### config.mk
export PLATFORM = sky130hd
export DESIGN_NAME = nco_config_sync_regs
export DESIGN_NICKNAME = d
export VERILOG_FILES = /design/src/verilog/shadow_reg.v /design/src/verilog/self_sync_timer.v /design/src/verilog/nco_config_sync_regs.v
export VERILOG_INCLUDE_DIRS = /design/src /design/src/verilog
export SDC_FILE = /design/constraint.sdc
export NUM_CORES = 1
export LEC_CHECK = 0
export ABC_AREA = 1
export BUFFER_PORTS_ARGS = -buffer_cell sky130_fd_sc_hd__buf_2
export CAP_MARGIN = 20
export CORE_MARGIN = 5
export CORE_UTILIZATION = 23
export CTS_CLUSTER_DIAMETER = 60
export DETAILED_ROUTE_END_ITERATION = 6
export PLACE_DENSITY_LB_ADDON = 0.15
export SLEW_MARGIN = 20
export SYNTH_ARGS = -nofsm -noshare
export SYNTH_HDL_FRONTEND = slang
export SYNTH_SLANG_ARGS = --single-unit
### constraint.sdc
create_clock -name pclk -period 1.4 [get_ports pclk]
set_clock_uncertainty 0.1 [all_clocks]
set_input_delay 0.21 -clock pclk [delete_from_list [all_inputs] [get_ports pclk]]
set_output_delay 0.21 -clock pclk [all_outputs]
set_load 0.05 [all_outputs]
### src/verilog/nco_regs_defs.vh
// Constants for the oscillator configuration and sync register bank.
// Included by the design files of this block; holds definitions only.
`ifndef NCO_REGS_DEFS_VH
`define NCO_REGS_DEFS_VH

// Printed register offsets; some are not multiples of four, so each is an index (byte address = 4 * index)
`define IDX_ACC_RESET      12'h303
`define IDX_SW_SYNC        12'h304
`define IDX_SELF_SYNC      12'h305
`define IDX_SYNC_SRC       12'h306
`define IDX_MODE_CTRL      12'h307
`define IDX_AMP_CH0        12'h318
`define IDX_AMP_CH1        12'h31a
`define IDX_AMP_CH2        12'h31c
`define IDX_AMP_CH3        12'h31e
`define IDX_FREQ0          12'h320
`define IDX_FREQ1          12'h328
// Upper word of a 64-bit frequency value sits at index + 1
`define IDX_HI_STEP        12'h001
`define IDX_STATUS         12'h308

// Reset values
`define RST_ACC_RESET      4'hf
`define RST_BYTE           8'h00
`define RST_AMP            16'h0000
`define RST_OSCILLATOR_FREQUENCY_WORD           64'h0000000000000000

// Field positions of the mode control register
`define MODE_DATAPATH      0
`define MODE_SC_EN         1
`define MODE_CONT          2
`define MODE_FAST_RECONFIG 3

// Sync source codes
`define SRC_REF_LEVEL      2'h2

// Self sync period in sample clocks
`define SELF_SYNC_PERIOD   9'h100
`define SELF_SYNC_CNT_W    8
`define SELF_SYNC_LAST     8'hff

`endif

### src/verilog/shadow_reg.v
// Pending/active register pair: software writes the pending copy,
// a sync event moves it to the active copy in one cycle.
// Assumes one clock and an active-low asynchronous reset.
`timescale 1ns/1ns
`default_nettype none
module shadow_reg #(
  parameter        W   = 16,
  parameter [W-1:0] RST = {W{1'b0}}
) (
  input  wire         pclk,
  input  wire         presetn,
  input  wire         wr_lo,
  input  wire         wr_hi,
  input  wire [31:0]  wdata,
  input  wire         apply,
  output reg  [W-1:0] pend_ff,
  output reg  [W-1:0] act_ff
);
  reg [W-1:0] nxt_pend;

  // Merge word writes into the pending copy; upper word only exists when W > 32
  always @* begin
    nxt_pend = pend_ff;
    if (wr_lo) begin
      nxt_pend[(W>32 ? 31 : W-1):0] = wdata[(W>32 ? 31 : W-1):0];
    end
    if (wr_hi && W > 32) begin
      nxt_pend[W-1:(W>32 ? 32 : 0)] = wdata[(W>32 ? W-33 : W-1):0];
    end
  end

  // Whole pending value moves at once; a sync landing between the two word writes still applies a half-written word
  always @(posedge pclk or negedge presetn) begin
    if (!presetn) begin
      pend_ff <= RST;
      act_ff  <= RST;
    end else begin
      pend_ff <= nxt_pend;
      if (apply) begin
        act_ff <= pend_ff;
      end
    end
  end
endmodule // shadow_reg
`default_nettype wire

### src/verilog/self_sync_timer.v
// Free-running sample clock counter that fires a sync pulse every period
// while enabled. Assumes one clock and an active-low asynchronous reset.
`timescale 1ns/1ns
`include "nco_regs_defs.vh"
`default_nettype none
module self_sync_timer (
  input  wire pclk,
  input  wire presetn,
  input  wire enable,
  output reg  tick_ff
);
  reg [`SELF_SYNC_CNT_W-1:0] cnt_ff;

  // Restart the count on each enable so the first event lands a full period later;
  // the enable may toggle at any time without upsetting the running datapath
  always @(posedge pclk or negedge presetn) begin
    if (!presetn) begin
      cnt_ff  <= {`SELF_SYNC_CNT_W{1'b0}};
      tick_ff <= 1'b0;
    end else if (!enable) begin
      cnt_ff  <= {`SELF_SYNC_CNT_W{1'b0}};
      tick_ff <= 1'b0;
    end else begin
      cnt_ff  <= cnt_ff + 1'b1;
      tick_ff <= (cnt_ff == `SELF_SYNC_LAST);
    end
  end
endmodule // self_sync_timer
`default_nettype wire

### src/verilog/nco_config_sync_regs.v
// Oscillator frequency, DDS amplitude and sync control registers, APB slave.
// Functional notes
// - Self sync fires every 256 sample clocks
// - Self sync enable may change anytime
// - All oscillators take new values together
// - Self coherence seeds all from channel 0 (code: only with self sync on and continuous phase mode off)
// - Four signed 16-bit amplitudes, DDS only
// - Writes stay pending until sync event
// - 64-bit frequency word per oscillator
// - Frequency word signed or unsigned alike
// - Fast reconfiguration masks frequency words
// - Source 2: sync each rising ref edge while trigger
// - Trigger rising write fires; reads last written
// - Reset mask bit resets its accumulator
// Assumes pclk is the sample clock, APB master on the same clock,
// ref_clk is an asynchronous pin and is synchronised here.
`timescale 1ns/1ns
`include "nco_regs_defs.vh"
`default_nettype none
module nco_config_sync_regs (
  input  wire         pclk,
  input  wire         presetn,
  input  wire         psel,
  input  wire         penable,
  input  wire         pwrite,
  input  wire [15:0]  paddr,
  input  wire [31:0]  pwdata,
  input  wire [3:0]   pstrb,
  output reg  [31:0]  prdata,
  output reg          pready,
  output reg          pslverr,
  input  wire         ref_clk,
  output reg          sync_event,
  output reg  [3:0]   acc_reset,
  output reg          seed_from_ch0,
  output reg          oscillator_frequency_word_valid,
  output reg          dds_amp_valid,
  output reg  [63:0]  oscillator_frequency_word_word0,
  output reg  [63:0]  oscillator_frequency_word_word1,
  output reg  [15:0]  dds_amp0,
  output reg  [15:0]  dds_amp1,
  output reg  [15:0]  dds_amp2,
  output reg  [15:0]  dds_amp3,
  output reg          datapath_enable
);
  // Control registers
  reg  [3:0]  accumulator_reset_mask_ff;
  reg  [7:0]  sw_sync_ff;
  reg  [7:0]  self_sync_control_ff;
  reg  [1:0]  sync_event_source_ff;
  reg  [3:0]  mode_ff;
  reg         ref_s1_ff;
  reg         ref_s2_ff;
  reg         ref_s3_ff;
  reg         sw_pulse_ff;
  reg         sync_count_ff;
  reg  [31:0] nxt_prdata;
  reg         nxt_slverr;

  wire        access      = psel && penable;
  wire        wr_access   = access && pwrite && pready;
  wire [13:0] idx         = paddr[15:2];
  wire        addr_ok     = (paddr[1:0] == 2'b00);
  wire        self_sync_enable      = self_sync_control_ff[0];
  wire        self_coherence_enable = mode_ff[`MODE_SC_EN];
  wire        continuous_phase_mode = mode_ff[`MODE_CONT];
  wire        fast_reconfig_enable  = mode_ff[`MODE_FAST_RECONFIG];
  wire        ss_tick;
  wire        ref_rise    = ref_s2_ff && !ref_s3_ff;
  wire        sync_now;

  // Write strobes into the pending copies, one per word
  wire wr_a0 = wr_access && addr_ok && idx == {2'b00, `IDX_AMP_CH0};
  wire wr_a1 = wr_access && addr_ok && idx == {2'b00, `IDX_AMP_CH1};
  wire wr_a2 = wr_access && addr_ok && idx == {2'b00, `IDX_AMP_CH2};
  wire wr_a3 = wr_access && addr_ok && idx == {2'b00, `IDX_AMP_CH3};
  wire wr_f0l = wr_access && addr_ok && idx == {2'b00, `IDX_FREQ0};
  wire wr_f0h = wr_access && addr_ok && idx == {2'b00, `IDX_FREQ0 + `IDX_HI_STEP};
  wire wr_f1l = wr_access && addr_ok && idx == {2'b00, `IDX_FREQ1};
  wire wr_f1h = wr_access && addr_ok && idx == {2'b00, `IDX_FREQ1 + `IDX_HI_STEP};

  wire [15:0] a0p, a1p, a2p, a3p, a0a, a1a, a2a, a3a;
  wire [63:0] f0p, f1p, f0a, f1a;

  // Sync sources: self-sync timer, software trigger edge, or rising reference edges while trigger high
  assign sync_now = fast_reconfig_enable ? 1'b0 :
                    (ss_tick ||
                     (sync_event_source_ff == `SRC_REF_LEVEL ? (ref_rise && sw_sync_ff[0])
                                                             : sw_pulse_ff));

  self_sync_timer u_ss (
    .pclk    (pclk),
    .presetn (presetn),
    .enable  (self_sync_enable),
    .tick_ff (ss_tick)
  );

  // One shared apply strobe so every oscillator switches in the same cycle
  shadow_reg #(
    .W   (16),
    .RST (`RST_AMP)
  ) u_a0 (
    .pclk    (pclk),
    .presetn (presetn),
    .wr_lo   (wr_a0),
    .wr_hi   (1'b0),
    .wdata   (pwdata),
    .apply   (sync_now),
    .pend_ff (a0p),
    .act_ff  (a0a)
  );

  shadow_reg #(
    .W   (16),
    .RST (`RST_AMP)
  ) u_a1 (
    .pclk    (pclk),
    .presetn (presetn),
    .wr_lo   (wr_a1),
    .wr_hi   (1'b0),
    .wdata   (pwdata),
    .apply   (sync_now),
    .pend_ff (a1p),
    .act_ff  (a1a)
  );

  shadow_reg #(
    .W   (16),
    .RST (`RST_AMP)
  ) u_a2 (
    .pclk    (pclk),
    .presetn (presetn),
    .wr_lo   (wr_a2),
    .wr_hi   (1'b0),
    .wdata   (pwdata),
    .apply   (sync_now),
    .pend_ff (a2p),
    .act_ff  (a2a)
  );

  shadow_reg #(
    .W   (16),
    .RST (`RST_AMP)
  ) u_a3 (
    .pclk    (pclk),
    .presetn (presetn),
    .wr_lo   (wr_a3),
    .wr_hi   (1'b0),
    .wdata   (pwdata),
    .apply   (sync_now),
    .pend_ff (a3p),
    .act_ff  (a3a)
  );

  shadow_reg #(
    .W   (64),
    .RST (`RST_OSCILLATOR_FREQUENCY_WORD)
  ) u_f0 (
    .pclk    (pclk),
    .presetn (presetn),
    .wr_lo   (wr_f0l),
    .wr_hi   (wr_f0h),
    .wdata   (pwdata),
    .apply   (sync_now),
    .pend_ff (f0p),
    .act_ff  (f0a)
  );

  shadow_reg #(
    .W   (64),
    .RST (`RST_OSCILLATOR_FREQUENCY_WORD)
  ) u_f1 (
    .pclk    (pclk),
    .presetn (presetn),
    .wr_lo   (wr_f1l),
    .wr_hi   (wr_f1h),
    .wdata   (pwdata),
    .apply   (sync_now),
    .pend_ff (f1p),
    .act_ff  (f1a)
  );

  // Reference pin synchroniser; the second and third stages feed edge detection
  always @(posedge pclk or negedge presetn) begin
    if (!presetn) begin
      ref_s1_ff <= 1'b0;
      ref_s2_ff <= 1'b0;
      ref_s3_ff <= 1'b0;
    end else begin
      ref_s1_ff <= ref_clk;
      ref_s2_ff <= ref_s1_ff;
      ref_s3_ff <= ref_s2_ff;
    end
  end

  // Control register writes; trigger pulse on a 0-to-1 write only
  always @(posedge pclk or negedge presetn) begin
    if (!presetn) begin
      accumulator_reset_mask_ff <= `RST_ACC_RESET;
      sw_sync_ff                <= `RST_BYTE;
      self_sync_control_ff      <= `RST_BYTE;
      sync_event_source_ff      <= 2'b00;
      mode_ff                   <= 4'h0;
      sw_pulse_ff               <= 1'b0;
    end else begin
      sw_pulse_ff <= 1'b0;
      if (wr_access && addr_ok) begin
        case (idx)
          {2'b00, `IDX_ACC_RESET}: accumulator_reset_mask_ff <= pwdata[3:0];
          {2'b00, `IDX_SW_SYNC}: begin
            sw_sync_ff  <= pwdata[7:0];
            sw_pulse_ff <= pwdata[0] && !sw_sync_ff[0];
          end
          {2'b00, `IDX_SELF_SYNC}: self_sync_control_ff <= pwdata[7:0];
          {2'b00, `IDX_SYNC_SRC}: sync_event_source_ff <= pwdata[1:0];
          {2'b00, `IDX_MODE_CTRL}: mode_ff <= pwdata[3:0];
          default: ;
        endcase
      end
    end
  end

  // Read mux; reserved bits of byte registers read back as written
  always @* begin
    nxt_prdata = 32'h00000000;
    nxt_slverr = 1'b0;
    if (!addr_ok) begin
      nxt_slverr = 1'b1;
    end else begin
      case (idx)
        {2'b00, `IDX_ACC_RESET}: nxt_prdata = {28'h0000000, accumulator_reset_mask_ff};
        {2'b00, `IDX_SW_SYNC}:   nxt_prdata = {24'h000000, sw_sync_ff};
        {2'b00, `IDX_SELF_SYNC}: nxt_prdata = {24'h000000, self_sync_control_ff};
        {2'b00, `IDX_SYNC_SRC}:  nxt_prdata = {30'h0, sync_event_source_ff};
        {2'b00, `IDX_MODE_CTRL}: nxt_prdata = {28'h0000000, mode_ff};
        {2'b00, `IDX_STATUS}:    nxt_prdata = {31'h0, sync_count_ff};
        {2'b00, `IDX_AMP_CH0}:   nxt_prdata = {16'h0000, a0p};
        {2'b00, `IDX_AMP_CH1}:   nxt_prdata = {16'h0000, a1p};
        {2'b00, `IDX_AMP_CH2}:   nxt_prdata = {16'h0000, a2p};
        {2'b00, `IDX_AMP_CH3}:   nxt_prdata = {16'h0000, a3p};
        {2'b00, `IDX_FREQ0}:     nxt_prdata = f0p[31:0];
        {2'b00, `IDX_FREQ0 + `IDX_HI_STEP}: nxt_prdata = f0p[63:32];
        {2'b00, `IDX_FREQ1}:     nxt_prdata = f1p[31:0];
        {2'b00, `IDX_FREQ1 + `IDX_HI_STEP}: nxt_prdata = f1p[63:32];
        default:                 nxt_slverr = 1'b1;
      endcase
    end
  end

  // Two-cycle APB answer: pready rises in the first access cycle, read data registered with it
  always @(posedge pclk or negedge presetn) begin
    if (!presetn) begin
      pready  <= 1'b0;
      prdata  <= 32'h00000000;
      pslverr <= 1'b0;
    end else begin
      pready  <= psel && !penable;
      prdata  <= (psel && !penable && !pwrite) ? nxt_prdata : 32'h00000000;
      pslverr <= psel && !penable && nxt_slverr;
    end
  end

  // Outputs toward the NCO datapath, all registered
  always @(posedge pclk or negedge presetn) begin
    if (!presetn) begin
      sync_event      <= 1'b0;
      acc_reset       <= 4'h0;
      seed_from_ch0   <= 1'b0;
      oscillator_frequency_word_valid      <= 1'b0;
      dds_amp_valid   <= 1'b0;
      oscillator_frequency_word_word0      <= `RST_OSCILLATOR_FREQUENCY_WORD;
      oscillator_frequency_word_word1      <= `RST_OSCILLATOR_FREQUENCY_WORD;
      dds_amp0        <= `RST_AMP;
      dds_amp1        <= `RST_AMP;
      dds_amp2        <= `RST_AMP;
      dds_amp3        <= `RST_AMP;
      datapath_enable <= 1'b0;
      sync_count_ff   <= 1'b0;
    end else begin
      sync_event      <= sync_now;
      // Mask is applied even under self sync; keeping it zero is software's job
      acc_reset       <= sync_now ? accumulator_reset_mask_ff : 4'h0;
      seed_from_ch0   <= self_sync_enable && self_coherence_enable && !continuous_phase_mode;
      oscillator_frequency_word_valid      <= !fast_reconfig_enable;
      dds_amp_valid   <= !fast_reconfig_enable;
      // Words pass bit-exact so signed and unsigned readings both hold
      oscillator_frequency_word_word0      <= f0a;
      oscillator_frequency_word_word1      <= f1a;
      dds_amp0        <= a0a;
      dds_amp1        <= a1a;
      dds_amp2        <= a2a;
      dds_amp3        <= a3a;
      datapath_enable <= mode_ff[`MODE_DATAPATH];
      if (sync_now) begin
        sync_count_ff <= ~sync_count_ff;
      end
    end
  end
endmodule // nco_config_sync_regs
`default_nettype wire

==> summary.txt <==
Status
  • Status: complete, but fails checks
  • Failing checks: setup timing

Setup path
  • Critical path startpoint category: register
  • CP Max Fanout: 9
  • CP endpoint kind: register
  • Worst EP arrival: 2.23 ns
  • Slowest CP cell: dfrtp_1
  • Critical setup path kind: register to register
  • Required time worst endpoint: 1.85 ns
  • WP buf/inv: 5
  • Critical Path Max Stage Delay: 0.36 ns
  • Critical path cell sequence: inv_2 > nor2_4 > inv_1 > a21oi_2 > o21ai_2 > nand2_4 > buf_16 > clkbuf_16 > buf_6 > nand2_1 > nand2_1
  • Most frequent CP cell: nand2_1
  • Cell family with most CP delay: buffers and inverters

Synthesis
  • Seq/Total Area, Yosys: 69.1%
  • EDFF count, synth: 0
  • Synthesis-stage register bit count: 658
  • Post-Synth XOR/XNOR Area: 0.0368%
  • Cell taking the most area after synthesis: dfrtp_1
  • Syn Inst Count: 2348
  • Post-Synth Simple-Gate Area: 18.7%
  • Top-count cell post-synth: nand2_1
  • Most used DFF post-synth: dfrtp_1
  • Netlist cell types: 30
  • Area contributors post-synth: dfrtp_1 (69%), nand2_1 (14%), o21ai_0 (4.8%)
  • Mux contribution to synthesized area: 0%
  • Fraction of registers with async set/reset: 100%
  • Mapped cell area: 0.0238 mm^2
  • Yosys warns: 0
  • Post-Synth Adder-Cell Area: 0.0525%
  • Syn Area/Cell: 10.1 um^2
  • Largest family of logic cells by synthesized area: simple AND/OR/NAND/NOR gates
  • Yosys top cell area share: 68.7%
  • Synth top cells by count: nand2_1 (860), dfrtp_1 (654), o21ai_0 (229)
  • Synthesized Nets: 2407
  • Post-synthesis compound-gate area fraction: 7.54%

Floorplanning
  • Die width: 332 um
  • Effective utilization at floorplan: 23.1%
  • Num ports: 293
  • Die area: 0.110 mm^2
  • Die height: 332 um
  • Core area: 0.103 mm^2
  • Row cnt: 118

Detailed routing
  • Antenna violation net count after detailed routing: 0
  • DR pass1 iterations: 5
  • DRC errors left: 0
  • Via count: 18600
  • DR WL/cell: 21.6 um
  • Initial DRC count: 1179
  • Vias per cell: 4.27
  • Final wirelength: 94000 um

Pwr
  • Peak supply drop: 796 uV
  • Leak pwr: 17.3 nW
  • Power density over cell area: 1160 mW/mm^2

Timing
  • Worst Tran Pin Value: 0.585 ns
  • Post-route minimum period: 1.78 ns
  • Pins Over Slew Limit: 0
  • Post-route worst setup slack: -0.381 ns
  • Max Clk Rate: 561 MHz
  • Setup Viol. Count Final: 661
  • Fin Setup TNS: -106.37 ns
  • Slew HR: 61.0%
  • Final hold viol count: 0
  • RSZ-0062 raised after global routing: true
  • Final period util: 127%

Clock tree
  • CTS Buf Count: 80
  • Worst-path clk slew: 0.06 ns
  • CTS tree: done
  • Clock root buffer master: clkbuf_16
  • Clock buffer depth: 3
  • Clock H-tree levels: 3
  • # clock sinks: 658
  • Clk_lat worst skew: 0.64 ns

GRT
  • Antenna violations before repair: 9
  • Total GRT Usage: 15.3%
  • Vias in the first global route: 18900
  • Largest net degree at the start of global routing: 108
  • First-pass GRT wire length: 127000 um
  • Overflow after GRT: 0

Flow run
  • Max-capacitance violation count: 0

Final layout
  • Final net count: 2965
  • Area grow syn2layout: 51.5%
  • Fill cells: 10400
  • Share of layout cells above drive strength 1: 35.6%
  • Final Core Density: 35.0%

Place
  • Hpwl dp: 61900 um
  • Final Wtd Congestion: 0.841
  • # port buffers: 288

Min path
  • Worst hold-check path type: primary input to register
-- placed cells by master, fill, tap and decap left out, types with 2 or more instances in the layout --
cell,n
dlygate4sd3_1,37
dfstp_2,4
buf_16,15
nand3_2,6
nor2_2,42
nand4_1,22
nand3_1,30
nand2_1,677
inv_8,2
buf_4,125
clkbuf_16,111
nand2_2,110
inv_2,5
buf_2,54
clkbuf_1,10
nand2_8,16
clkinv_2,12
nor3_1,2
o21ai_1,185
a21oi_1,5
o22ai_1,31
dfrtp_1,647
clkbuf_8,13
bufinv_16,9
buf_12,55
diode_2,2
nand2_4,80
nor2_1,87
inv_6,7
inv_1,142
dfrtp_2,7
o21ai_0,35
clkinvlp_4,5
buf_6,249
clkinv_4,6
buf_8,7
o21ai_2,88
nor2_4,19
-- worst min-delay path, cell delays in order --
cell     delay (ns)
buf_2          0.08
inv_1          0.24
o21ai_1        0.21
-- area by class of cell --
cell class / count / area [um^2] / area share (%)
clock buffer: 105 / 2270 / 6.28
inverter: 151 / 573 / 1.59
sequential: 658 / 16500 / 45.6
tap: 1380 / 1730 / 4.78
timing repair buffer: 573 / 6770 / 18.7
multi-input combinational: 1442 / 7790 / 21.6
clock inverter: 39 / 505 / 1.40
antenna: 2 / 5.00 / 0.0139
-- kinds of logic after synthesis --
family,after synthesis
simple gates,1086
flops,658
compound gates,346
buf+inv,256
xor+xnor,1
fa+ha+maj,1
-- worst paths after layout --
check,from,to,slack (ns),cells after the start
max,sync_event_source_ff[1],u_a0.act_ff[8],-0.38,11
min,pwdata[14],u_a0.pend_ff[14],0.06,3
max reg2reg,sync_event_source_ff[1],u_a0.act_ff[8],-0.38,11
min reg2reg,u_a1.act_ff[0],dds_amp1[0],0.26,0
max in group asynchronous,presetn,pready,0.49,3
min in group asynchronous,presetn,oscillator_frequency_word_word1[53],0.09,3
-- state kept, by name (all words and copies together), names as in the netlist, 16 cells and up --
signal and count:
u_a2.act_ff 16, u_a1.pend_ff 16, u_a3.act_ff 16, u_a0.act_ff 16
oscillator_frequency_word_word1 64, u_a3.pend_ff 16, u_f0.pend_ff 64, oscillator_frequency_word_word0 64
dds_amp1 16, prdata 32, u_a2.pend_ff 16, dds_amp3 16
u_f1.pend_ff 64, u_a1.act_ff 16, dds_amp2 16, u_a0.pend_ff 16
u_f0.act_ff 64, u_f1.act_ff 64, dds_amp0 16
-- report_power, final --
part | total (W) | switching [W] | internal (W)
clock network | 0.0217 | 0.00854 | 0.0132
registers | 0.0190 | 0.00000614 | 0.0190
logic | 0.00108 | 0.000755 | 0.000328
-- metrics by stage --
step	setup WS [ns]	area (um^2)	power (W)	std cells	hold WS, ns
3_5_place_dp	-0.610	28700	0.0204	4098	-0.0645
4_1_cts	-0.355	32400	0.0425	4292	0.0150
3_3_place_gp	-0.649	28700	0.0204	4098	-0.0638
5_1_grt	-0.457	36100	0.0433	4348	0.0700
6_report	-0.381	36100	0.0418	4350	0.0618
2_1_floorplan	-0.115	24500	0.0195	2348	-0.186
-- repair_timing --
item                                    CTS  global route
hold buffers                             37             0
gates cloned                              6            48
hold endpoints to repair                849             0
buffers inserted                          7            10
pin swaps                                 1            23
resized for setup                        97          1068
endpoints found under the setup margin  648           681
-- layer usage --
| layer | vias up | wire length (um) | track usage (%) |
|---|---|---|---|
| li1 | 8614 | - | - |
| met1 | 9349 | 39500 | 19.3 |
| met2 | 468 | 48200 | 27.1 |
| met3 | 129 | 4340 | 2.98 |
| met4 | 0 | 1960 | 3.31 |
| met5 | - | 0 | 0 |
Power figures use the tool's default switching activity.
